[src/pkg/ccc_params.svh]
// timing counts and field constants for the charge cycle controller
`ifndef CCC_PARAMS_SVH
`define CCC_PARAMS_SVH

// --------------------------------------------------------------
// slow timebase
// --------------------------------------------------------------
`define CCC_CLK_HZ 100000000
`define CCC_TICK_HZ 2
`define CCC_TICK_CYC (`CCC_CLK_HZ / `CCC_TICK_HZ)
`define CCC_TICK_W 26

// --------------------------------------------------------------
// safety timer, in half-second ticks, doubled for half-rate counting
// --------------------------------------------------------------
`define CCC_SHORT_HOURS 2
`define CCC_LONG_HOURS 10
`define CCC_SHORT_LIMIT (`CCC_SHORT_HOURS * 3600 * `CCC_TICK_HZ * 2)
`define CCC_LONG_LIMIT (`CCC_LONG_HOURS * 3600 * `CCC_TICK_HZ * 2)
`define CCC_SAFE_W 18

// --------------------------------------------------------------
// current scaling, percent of fast charge current
// --------------------------------------------------------------
`define CCC_TERM_PCT 7'h05
`define CCC_COOL_PCT 7'h14
`define CCC_FULL_PCT 7'h64

// --------------------------------------------------------------
// boost short retries
// --------------------------------------------------------------
`define CCC_RETRY_MAX 3'h7

`endif

[src/pkg/ccc_pkg.sv]
// types for the charge cycle controller
package ccc_pkg;

	typedef enum logic [1:0] {
		CCC_ZONE_COLD,
		CCC_ZONE_COOL,
		CCC_ZONE_NORMAL,
		CCC_ZONE_WARM
	} ccc_zone_t;

	typedef struct packed {
		logic converter_on;
		logic charge_i_low;
		logic vbat_above_rech;
		logic vbat_above_lowbat;
		logic input_power_limiting;
		logic thermal_reg;
		logic temp_out_of_range;
		ccc_zone_t zone;
	} ccc_chg_sense_t;

	typedef struct packed {
		logic above_uvlo;
		logic above_bat;
		logic input_overvoltage;
		logic poor_source;
		logic detect_done;
		logic system_overvoltage;
	} ccc_input_sense_t;

	typedef struct packed {
		logic boost_req;
		logic boost_ts_ok;
		logic boost_short;
		logic boost_overvoltage_limit;
		logic tj_above_shut;
		logic tj_below_hys;
	} ccc_boost_sense_t;

	typedef struct packed {
		logic buck_switch_en;
		logic boost_switch_en;
		logic battery_switch;
		logic charging;
		logic warm_voltage;
		logic [6:0] current_pct;
	} ccc_ctrl_t;

endpackage

[src/core/ccc_charge_cycle_controller.sv]
// charge cycle controller: cycle state, safety timer, status pins, protections
`timescale 1ns/1ps
`include "ccc_params.svh"

module ccc_charge_cycle_controller (
	input wire logic i_ref_clk,
	input wire logic i_nrst,
	input wire logic i_charge_en_n,
	input wire ccc_pkg::ccc_chg_sense_t i_chg,
	input wire ccc_pkg::ccc_input_sense_t i_in,
	input wire ccc_pkg::ccc_boost_sense_t i_bst,
	output ccc_pkg::ccc_ctrl_t o_ctrl,
	output logic o_safety_fault,
	output logic o_boost_disabled,
	output logic o_power_good_n_o,
	output logic o_power_good_n_oe,
	output logic o_stat_o,
	output logic o_stat_oe
);

	// --------------------------------------------------------------
	// state
	// --------------------------------------------------------------
	typedef enum logic [1:0] {
		ST_IDLE,
		ST_CHARGE,
		ST_SUSPEND,
		ST_DONE
	} ccc_state_t;

	ccc_state_t state_r;
	ccc_state_t state_nxt;
	logic [`CCC_TICK_W-1:0] tick_cnt_r;
	logic tick;
	logic half_r;
	logic blink_r;
	logic [`CCC_SAFE_W-1:0] safe_cnt_r;
	logic safe_fault_r;
	logic ce_n_d_r;
	logic [2:0] retry_r;
	logic bst_dis_r;
	logic short_d_r;
	logic tshut_r;
	ccc_pkg::ccc_ctrl_t ctrl_r;

	// --------------------------------------------------------------
	// decode
	// --------------------------------------------------------------
	function automatic logic zone_is(input ccc_pkg::ccc_zone_t z, input ccc_pkg::ccc_zone_t w);
		zone_is = (z == w);
	endfunction

	wire in_ov = i_in.input_overvoltage | i_in.system_overvoltage;
	wire cool = zone_is(i_chg.zone, ccc_pkg::CCC_ZONE_COOL);
	wire warm = zone_is(i_chg.zone, ccc_pkg::CCC_ZONE_WARM);
	wire ts_fault = i_chg.temp_out_of_range;
	wire enabled = ~i_charge_en_n;
	wire ce_rise = i_charge_en_n & ~ce_n_d_r;
	wire can_start = i_chg.converter_on & enabled & ~ts_fault & ~safe_fault_r;
	wire term_ok = i_chg.charge_i_low & i_chg.vbat_above_rech
		& ~i_chg.input_power_limiting & ~i_chg.thermal_reg
		& ~cool & ~warm;
	wire fault = ts_fault | in_ov | safe_fault_r;
	wire half_rate = i_chg.input_power_limiting | i_chg.thermal_reg | cool;
	wire [`CCC_SAFE_W-1:0] safe_lim = i_chg.vbat_above_lowbat
		? `CCC_SAFE_W'(`CCC_LONG_LIMIT) : `CCC_SAFE_W'(`CCC_SHORT_LIMIT);
	wire safe_step = tick & (state_r == ST_CHARGE) & ~fault & (~half_rate | half_r);
	wire restart = (state_r != ST_CHARGE) & (state_nxt == ST_CHARGE)
		& (state_r != ST_SUSPEND);
	wire short_rise = i_bst.boost_short & ~short_d_r;
	wire boost_run = i_bst.boost_req & i_bst.boost_ts_ok & ~bst_dis_r & ~tshut_r
		& ~i_bst.boost_short;
	wire pg_ok = i_in.above_uvlo & i_in.above_bat & ~i_in.input_overvoltage
		& ~i_in.poor_source & i_in.detect_done;
	wire tick_end = (tick_cnt_r == `CCC_TICK_W'(`CCC_TICK_CYC - 1));
	assign tick = tick_end;

	// --------------------------------------------------------------
	// next state
	// --------------------------------------------------------------
	always_comb begin
		state_nxt = state_r;
		case (state_r)
			ST_IDLE: begin
				if (can_start) begin
					state_nxt = ST_CHARGE;
				end
			end
			ST_CHARGE: begin
				if (!enabled) begin
					state_nxt = ST_IDLE;
				end else if (fault) begin
					state_nxt = ST_SUSPEND;
				end else if (term_ok) begin
					state_nxt = ST_DONE;
				end
			end
			ST_SUSPEND: begin
				if (!enabled) begin
					state_nxt = ST_IDLE;
				end else if (!fault && i_chg.converter_on) begin
					state_nxt = ST_CHARGE;
				end
			end
			ST_DONE: begin
				if (!enabled) begin
					state_nxt = ST_IDLE;
				end else if (!i_chg.vbat_above_rech && can_start) begin
					state_nxt = ST_CHARGE;
				end
			end
			default: begin
				state_nxt = ST_IDLE;
			end
		endcase
	end

	// --------------------------------------------------------------
	// outputs to the power stage
	// --------------------------------------------------------------
	ccc_pkg::ccc_ctrl_t ctrl_nxt;
	always_comb begin
		ctrl_nxt = '0;
		ctrl_nxt.buck_switch_en = i_chg.converter_on & ~in_ov & ~i_bst.boost_req;
		ctrl_nxt.boost_switch_en = boost_run & ~i_bst.boost_overvoltage_limit;
		ctrl_nxt.charging = (state_r == ST_CHARGE);
		ctrl_nxt.battery_switch = ((state_r == ST_CHARGE) | (state_r == ST_SUSPEND)
			| i_bst.boost_req) & ~tshut_r;
		ctrl_nxt.warm_voltage = warm;
		ctrl_nxt.current_pct = cool ? `CCC_COOL_PCT : `CCC_FULL_PCT;
	end

	// --------------------------------------------------------------
	// registers
	// --------------------------------------------------------------
	always_ff @(posedge i_ref_clk) begin
		if (!i_nrst) begin
			state_r <= ST_IDLE;
			ce_n_d_r <= 1'b1;
			ctrl_r <= '0;
		end else begin
			state_r <= (ce_rise && state_r == ST_DONE) ? ST_IDLE : state_nxt;
			ce_n_d_r <= i_charge_en_n;
			ctrl_r <= ctrl_nxt;
		end
	end

	// slow timebase and blink
	always_ff @(posedge i_ref_clk) begin
		if (!i_nrst) begin
			tick_cnt_r <= '0;
			half_r <= 1'b0;
			blink_r <= 1'b0;
		end else begin
			tick_cnt_r <= tick_end ? '0 : tick_cnt_r + `CCC_TICK_W'(1);
			if (tick) begin
				half_r <= ~half_r;
				blink_r <= ~blink_r;
			end
		end
	end

	// safety timer
	always_ff @(posedge i_ref_clk) begin
		if (!i_nrst) begin
			safe_cnt_r <= '0;
			safe_fault_r <= 1'b0;
		end else if (restart || (state_nxt == ST_IDLE && state_r != ST_IDLE)) begin
			safe_cnt_r <= '0;
			safe_fault_r <= 1'b0;
		end else if (safe_step) begin
			if (safe_cnt_r + `CCC_SAFE_W'(2) >= safe_lim) begin
				safe_fault_r <= 1'b1;
			end else begin
				safe_cnt_r <= safe_cnt_r + `CCC_SAFE_W'(2);
			end
		end
	end

	// boost short retries and thermal shutdown
	always_ff @(posedge i_ref_clk) begin
		if (!i_nrst) begin
			retry_r <= '0;
			bst_dis_r <= 1'b0;
			short_d_r <= 1'b0;
			tshut_r <= 1'b0;
		end else begin
			short_d_r <= i_bst.boost_short;
			if (!i_bst.boost_req) begin
				retry_r <= '0;
				bst_dis_r <= 1'b0;
			end else if (short_rise && !bst_dis_r) begin
				if (retry_r == `CCC_RETRY_MAX) begin
					bst_dis_r <= 1'b1;
				end else begin
					retry_r <= retry_r + 3'h1;
				end
			end
			if (i_bst.boost_req && i_bst.tj_above_shut) begin
				tshut_r <= 1'b1;
			end else if (i_bst.tj_below_hys) begin
				tshut_r <= 1'b0;
			end
		end
	end

	// --------------------------------------------------------------
	// status pins, open drain: oe low drives low
	// --------------------------------------------------------------
	logic pg_oe_r;
	logic stat_oe_r;
	wire stat_low = (state_r == ST_CHARGE) & ~i_bst.boost_req;
	wire stat_blink = (state_r == ST_SUSPEND) | (safe_fault_r & enabled);
	always_ff @(posedge i_ref_clk) begin
		if (!i_nrst) begin
			pg_oe_r <= 1'b1;
			stat_oe_r <= 1'b1;
		end else begin
			pg_oe_r <= ~pg_ok;
			stat_oe_r <= ~(stat_low | (stat_blink & blink_r));
		end
	end

	assign o_ctrl = ctrl_r;
	assign o_safety_fault = safe_fault_r;
	assign o_boost_disabled = bst_dis_r;
	assign o_power_good_n_o = 1'b0;
	assign o_power_good_n_oe = pg_oe_r;
	assign o_stat_o = 1'b0;
	assign o_stat_oe = stat_oe_r;

endmodule

[config.mk]
export PLATFORM = sky130hd
export DESIGN_NAME = ccc_charge_cycle_controller
export DESIGN_NICKNAME = d
export VERILOG_FILES = /design/src/pkg/ccc_pkg.sv /design/src/core/ccc_charge_cycle_controller.sv
export VERILOG_INCLUDE_DIRS = /design/src /design/src/pkg
export SDC_FILE = /design/constraint.sdc
export NUM_CORES = 1
export LEC_CHECK = 0
export BUFFER_PORTS_ARGS = -buffer_cell sky130_fd_sc_hd__buf_2
export CAP_MARGIN = 20
export CORE_AREA = 2 2 89 91
export CTS_CLUSTER_SIZE = 24
export DETAILED_ROUTE_END_ITERATION = 12
export DIE_AREA = 0 0 91 93
export PLACE_DENSITY_LB_ADDON = 0.08
export SYNTH_ARGS = -nofsm -noshare
export SYNTH_HDL_FRONTEND = slang
export SYNTH_SLANG_ARGS = --single-unit
[constraint.sdc]
create_clock -name i_ref_clk -period 3.1 [get_ports i_ref_clk]
set_input_delay 0.31 -clock i_ref_clk [delete_from_list [all_inputs] [get_ports i_ref_clk]]
set_output_delay 0.31 -clock i_ref_clk [all_outputs]
set_load 0.01 [all_outputs]
==> results of run 1 <==
-- per-stage QoR --
stage                     cell area, um2  cells  hold slack [ns]  util (%)
final                               4170    568            0.130      55.4
after global routing                4170    568            0.134      55.4
after CTS                           4160    568            0.121      55.2
after detailed placement            3950    552            0.433      52.4
after global placement              3950    552            0.427      52.4
after floorplan                     3640    423            0.338         -
-- how the worst max path moves through the flow --
stage | depth (start not counted) | start | endpoint
after CTS | 9 | safe_cnt_r[3]$_SDFFE_PP0P_ | safe_cnt_r[3]$_SDFFE_PP0P_
after global routing | 9 | safe_cnt_r[3]$_SDFFE_PP0P_ | safe_cnt_r[3]$_SDFFE_PP0P_
after detailed placement | 10 | safe_cnt_r[1]$_SDFFE_PP0P_ | safe_cnt_r[3]$_SDFFE_PP0P_
final | 10 | safe_cnt_r[3]$_SDFFE_PP0P_ | safe_cnt_r[12]$_SDFFE_PP0P_
after floorplan | 12 | safe_cnt_r[1]$_SDFFE_PP0P_ | safe_cnt_r[11]$_SDFFE_PP0P_
after global placement | 10 | safe_cnt_r[1]$_SDFFE_PP0P_ | safe_cnt_r[10]$_SDFFE_PP0P_
-- registers in the layout, indices dropped and copies added, names as in the netlist --
register           flops
half_r                 1
tick_cnt_r            26
safe_cnt_r            17
blink_r                1
short_d_r              1
o_power_good_n_oe      1
tshut_r                1
ce_n_d_r               1
retry_r                3
state_r                2
o_ctrl                 8
o_stat_oe              1
o_boost_disabled       1
o_safety_fault         1
-- cell families after synthesis --
| group | count (synthesis) | share of synthesized area, % |
|---|---|---|
| fa+ha+maj | 11 | 3.80 |
| mux | 19 | 5.25 |
| buf+inv | 55 | 6.87 |
| other cells | 1 | 0.103 |
| flops | 65 | 35.9 |
| xor+xnor | 31 | 7.49 |
| simple gates | 161 | 23.3 |
| compound gates | 76 | 17.3 |
-- routing by layer --
layer / vias to the layer above / routed length [um]
li1: 1575 / -
met4: 0 / 105
met3: 13 / 375
met2: 81 / 3450
met5: - / 0
met1: 1442 / 3920
-- cell type report --
type / instances / area (um2) / share of cell area [%]
Clock buffer: 9 / 124 / 2.97
Clock inverter: 7 / 75.1 / 1.80
Inverter: 27 / 101 / 2.43
Multi-Input combinational cell: 303 / 2120 / 50.8
Sequential cell: 65 / 1300 / 31.2
Tap cell: 102 / 128 / 3.06
Timing Repair Buffer: 55 / 323 / 7.74
-- what timing repair did --
item	4_1_cts	5_1_grt
setup endpoints to repair	1	8
gates resized for setup	1	4
endpoints found under the hold margin	0	0
hold buffers	0	0
-- power groups by stage --
stage | combinational [uW] | sequential, uW | clock (uW)
final | 126 | 852 | 748
after global routing | 144 | 853 | 795
after CTS | 126 | 852 | 762
after detailed placement | 125 | 871 | 0
after global placement | 124 | 871 | 0
after floorplan | 83.8 | 873 | 0
-- cells in the final DEF (no fill, tap or decap), drive strengths merged, types with 5 or more instances in the layout --
| master | netlist | routed |
|---|---|---|
| o211ai | 38 | 38 |
| and3 | 6 | 6 |
| nand2 | 21 | 21 |
| nand3 | 19 | 19 |
| or3 | 5 | 5 |
| xnor2 | 18 | 18 |
| nand4 | 10 | 10 |
| ha | 11 | 11 |
| nor3 | 8 | 8 |
| mux2i | 19 | 19 |
| a2111oi | 10 | 10 |
| dfxtp | 65 | 65 |
| xor2 | 13 | 13 |
| buf | 16 | 55 |
| a21oi | 5 | 5 |
| and4 | 6 | 6 |
| nor2 | 57 | 57 |
| nand2b | 6 | 6 |
| inv | 26 | 29 |
| o21ai | 9 | 9 |
| nor4 | 7 | 7 |
| clkbuf | 12 | 9 |
| conb | 1 | 5 |
==> run summary, run 1 <==
GR Util met3: 3.38%
WS Path Type: reg -> reg
CTS Buf Count: 9
Post-synth EDFFs: 0
Setup ws final: 0.201 ns
CTS tree: built
Initial antenna violation count: 0
Starting DRT DRC Count: 137
Pwr/cell area: 414 mW/mm2
Core outline area: 0.00753 mm2
Port Buffers: 36
CTS Root Cell: clkbuf_8
Switching Share: 26.3%
Pint: 1270 uW
Async S/R FF share, synth: 0%
Area leader, netlist: dfxtp_1
Synth cell types: 50
Number of core rows: 32
Clock power frac: 43.3%
Syn Inst Count: 419
CP top delay family: compound AO/OA/AOI/OAI gates
Final Wtd Congestion: 0.853
Reg2reg path depth: 10
Yosys warnings: 0
Largest stage delay, worst path: 0.45 ns
Worst-Skew Late Latency: 0.35 ns
# setup viols final: 0
Worst Path Buf+Inv: 1
Drt via density: 5.48
Ratio of cells with drive above 1 in the final layout: 18.0%
GRT busiest layer: met2
Sequential power share: 49.3%
Worst Hold End: o_power_good_n_oe$_SDFF_PN1_
Total gr overflow: 0
DR vias: 3111
Max stage delay cell, worst path: dfxtp_1
Pleak: 0.00148 uW
Pins Over Slew Limit: 0
Initial Utilization: 48.1%
Total Power: 1730 uW
Final Hold Fails: 0
Die width: 91 um
Worst EP required: 3.37 ns
Synth-to-layout area growth: 15.1%
Synth Register Bits: 65
Pre-CTS setup slack: 0.0149 ns
Tot GR Track Use: 19.5%
Total Nets Final: 496
Drt first pass iters: 4
Clock Skew: 0.0126 ns
Setup slack, reg-to-reg: 0.20 ns
Pin count of the biggest net entering global routing: 47
RSZ-0062 raised after global routing: no
Post-synth top flop: dfxtp_1
Crit Reg-Reg Endpoint: safe_cnt_r[12]$_SDFFE_PP0P_
Fillers: 734
Area contributors post-synth: dfxtp_1 (36%), o211ai_1 (7.7%), nor2_1 (5.9%)
Diodes inserted: 0
Combinational Power Share: 7.3%
WL final: 7.86 mm
Vias in the first global route: 2917
Hold Crit Start: i_in[4]
First-pass GRT wire length: 13.4 mm
Most numerous cell in the Yosys netlist: dfxtp_1
GR Layer Usage met1: 26.4%
DIE AREA: 0.00846 mm2
Mapped Area: 0.00362 mm2
WP data arrival: 3.17 ns
Setup TNS: 0 ns
Crit. End Element: flop
Status: finished, final reports clean
Final Critical Period: 2.90 ns
Setup crit start kind: flop
Crit path cell chain: nand4_2 > nor2_1 > nand4_1 > xnor2_1 > ha_1 > o41ai_4 > o211ai_4 > buf_4 > a2111oi_4 > mux2i_1
Synth Area per Inst: 8.65 um2
GR Util met2: 31.2%
Final HPWL DP: 5.41 mm
Post-synth top area share: 35.9%
Fmax: 345 MHz
Maxcap violations: 0
Crit path max fanout: 15
Reg clk slew, reported paths: 0.08 ns
Synth cell count leaders: dfxtp_1 (65), nor2_1 (57), o211ai_1 (37)
Die H: 93 um
Routed length per instance: 13.8 um
Period Utilization, post-route: 93.5%
Max VDD drop: 0.184 mV
DRC violations left: 0
ANT nets after route: 0
Slew HR: 50.0%
Min-delay worst type: in -> reg
Post-CTS setup repair buffer count: 0
Clock buffer depth: 2
Clk sinks: 65
H-tree depth: 3
Worst r2r src: safe_cnt_r[3]$_SDFFE_PP0P_
Slew @ Worst Pin: 0.739 ns
Psw: 454 uW
WHS Path Cells: 2
Register area share after synthesis: 35.9%
I/O pins: 42
Note: power is estimated with default switching activity, not from simulation.
==> run 2: changes to the inputs <==
clock period = 3.5 ns   (was 3.1 ns; I/O delays follow)
==> run 2 against run 1 <==
Hold slack improved by 0.052 ns. Die area unchanged. Critical path depth is 1 lower. Critical endpoint is now safe_cnt_r[11]$_SDFFE_PP0P_. Highest routed layer unchanged. Worst setup slack worse by 0.044 ns. Cell count decreased by 2.6%. First-iteration DRC count shrank 0.73%.
==> run summary, run 2 (synthesis gave the netlist of run 1 again) <==
Status: finished, final reports clean
DR vias: 3059 (-1.7%)
Routed length per instance: 14.2 um (+2.8%)
Placed Cells: 537 (-2.7%)
Ratio of cells with drive above 1 in the final layout: 15.3% (-2.7 points)
Critical Path Start: safe_cnt_r[3]$_SDFFE_PP0P_
Reg2reg path depth: 9 (-1)
Port Buffers: 36 (unchanged)
Final Hold Fails: 0 (unchanged)
Total Nets Final: 481 (-3.0%)
Total Power: 1510 uW (-12%)
CTS tree: built
WS Path Type: reg -> reg
Die width: 91 um (unchanged)
DRC violations left: 0 (unchanged)
# setup viols final: 0 (unchanged)
RSZ-0062 raised after global routing: yes
Post-CTS setup repair buffer count: 0 (unchanged)
Setup slack, reg-to-reg: 0.16 ns (-0.04 ns)
Clock Skew: 0.0161 ns (+0.00352 ns)
Drt via density: 5.53 (+1.0%)
DIE AREA: 0.00846 mm2 (unchanged)
Worst-Skew Late Latency: 0.35 ns (about the same)
Crit Reg-Reg Endpoint: safe_cnt_r[11]$_SDFFE_PP0P_
Final Non-Filler Cells: 553 (-2.6%)
Final HPWL DP: 5.42 mm (+0.15%)
Final Wtd Congestion: 0.835 (-2.1%)
Initial Utilization: 48.1% (unchanged)
Setup TNS: 0 ns (unchanged)
Commonest non-fill, non-tap cell in the layout: dfxtp_1
CTS Buf Count: 9 (unchanged)
ANT nets after route: 0 (unchanged)
Diodes inserted: 0 (unchanged)
Crit path max fanout: 16 (+1)
Worst EP required: 3.77 ns (+0.40 ns)
CP endpoint: safe_cnt_r[11]$_SDFFE_PP0P_
Footprint of the multi-input gates: 0.00210 mm2 (-0.65%)
Synth-to-layout area growth: 11.6%
Sequential cell area: 0.00130 mm2 (unchanged)
Period Utilization, post-route: 95.5% (+2.0 points)
Maxcap violations: 0 (unchanged)
Clk sinks: 65 (unchanged)
Vias in the first global route: 2904 (-0.45%)
CTS Root Cell: clkbuf_8
Commonest non-fill, non-tap cells in the layout: dfxtp_1 (65), nor2_1 (57), o211ai_1 (37)
Pleak: 0.00139 uW (-5.7%)
Initial antenna violation count: 0 (unchanged)
Slew @ Worst Pin: 0.870 ns (+0.131 ns)
First-pass GRT wire length: 13.6 mm (+1.0%)
Pwr/cell area: 374 mW/mm2 (-9.6%)
Fillers: 747 (+1.8%)
Slew HR: 42.0% (-8.0 points)
Number of core rows: 32 (unchanged)
Reg clk slew, reported paths: 0.07 ns (about the same)
Starting DRT DRC Count: 136 (-0.73%)
Total gr overflow: 0 (unchanged)
Drt first pass iters: 5 (+1)
Crit. End Element: flop
Max VDD drop: 0.222 mV (+21%)
Core outline area: 0.00753 mm2 (unchanged)
Fin util: 53.7% (-1.7 points)
Final Critical Period: 3.34 ns (+0.444 ns)
Setup crit start kind: flop
Fmax: 299 MHz (-13%)
I/O pins: 42 (unchanged)
Pins Over Slew Limit: 0 (unchanged)
Pin count of the biggest net entering global routing: 42 (-11%)
Clock buffer depth: 2 (unchanged)
# hold bufs at CTS: 0 (unchanged)
Placed inst area: 0.00383 mm2 (-2.9%)
WP data arrival: 3.61 ns (+0.44 ns)
Cell area after layout: 0.00404 mm2 (-3.0%)
H-tree depth: 3 (unchanged)
WL final: 7.87 mm (+0.13%)
Die H: 93 um (unchanged)
Worst r2r src: safe_cnt_r[3]$_SDFFE_PP0P_
Max FFs per register: 26 (unchanged)
Min-delay worst type: in -> reg
Tot GR Track Use: 19.7% (+0.15 points)
Top reg by flops: tick_cnt_r
run 2: cell types whose count changed in the layout (fill, tap and decap cells not counted):
| cell | before | now |
|---|---|---|
| o41ai_2 | 0 | 1 |
| a2111oi_1 | 3 | 1 |
| o41ai_4 | 1 | 0 |
| buf_4 | 19 | 4 |
| a2111oi_0 | 5 | 7 |
run 2: area by class of cell:
class | instances | share of cell area [%]
Tap cell | 102 | 3.16
Inverter | 27 | 2.51
Clock inverter | 7 | 1.86
Multi-Input combinational cell | 303 | 52.0
Timing Repair Buffer | 40 | 5.20
Clock buffer | 9 | 3.06
Sequential cell | 65 | 32.2
run 2: worst max-delay path, cell delays in order (launching register included):
cell and delay, ns:
dfxtp_1 0.44, nand4_2 0.21, nor2_1 0.30, nand4_1 0.23, xnor2_1 0.18, ha_1 0.20
o41ai_2 0.47, o211ai_4 0.29, a2111oi_0 0.68, mux2i_1 0.25
run 2: how the worst min path moves through the flow:
stage	to	slack, ns	cells past startpoint	from
6_report	o_ctrl[10]$_SDFF_PN0_	0.18	2	i_bst[2]
5_1_grt	o_ctrl[10]$_SDFF_PN0_	0.17	2	i_bst[2]
4_1_cts	o_ctrl[10]$_SDFF_PN0_	0.16	2	i_bst[2]
3_5_place_dp	tick_cnt_r[0]$_SDFF_PP0_	0.43	1	tick_cnt_r[0]$_SDFF_PP0_
3_3_place_gp	tick_cnt_r[0]$_SDFF_PP0_	0.43	1	tick_cnt_r[0]$_SDFF_PP0_
2_1_floorplan	o_ctrl[2]$_SDFF_PN0_	0.38	0	i_nrst
run 2: repair_timing:
item                       in CTS  in global routing
gates resized for setup         1                  1
setup endpoints to repair       4                  4
gates cloned                    0                  0
hold endpoints to repair        0                  0
run 2: stage by stage:
step / hold slack, ns / worst slack (ns)
final: 0.182 / 0.157
after CTS: 0.158 / 0.199
after global routing: 0.173 / -0.0516
after detailed placement: 0.435 / 0.00148
after floorplan: 0.378 / 0.804
after global placement: 0.429 / 0.163
run 2: layer usage:
layer | track usage (%) | part of all wire (%) | vias to the layer above | wire (um)
li1 | - | - | 1557 | -
met2 | 31.7 | 45 | 69 | 3540
met5 | 0 | 0 | - | 0
met1 | 26.4 | 49 | 1426 | 3890
met4 | 7.70 | 1.1 | 0 | 90
met3 | 3.38 | 4.4 | 7 | 347
run 2: power by group:
part           total (uW)  switching (uW)  internal (uW)
clock                 650             315            335
sequential            754            5.07            749
combinational         108            67.4           40.8
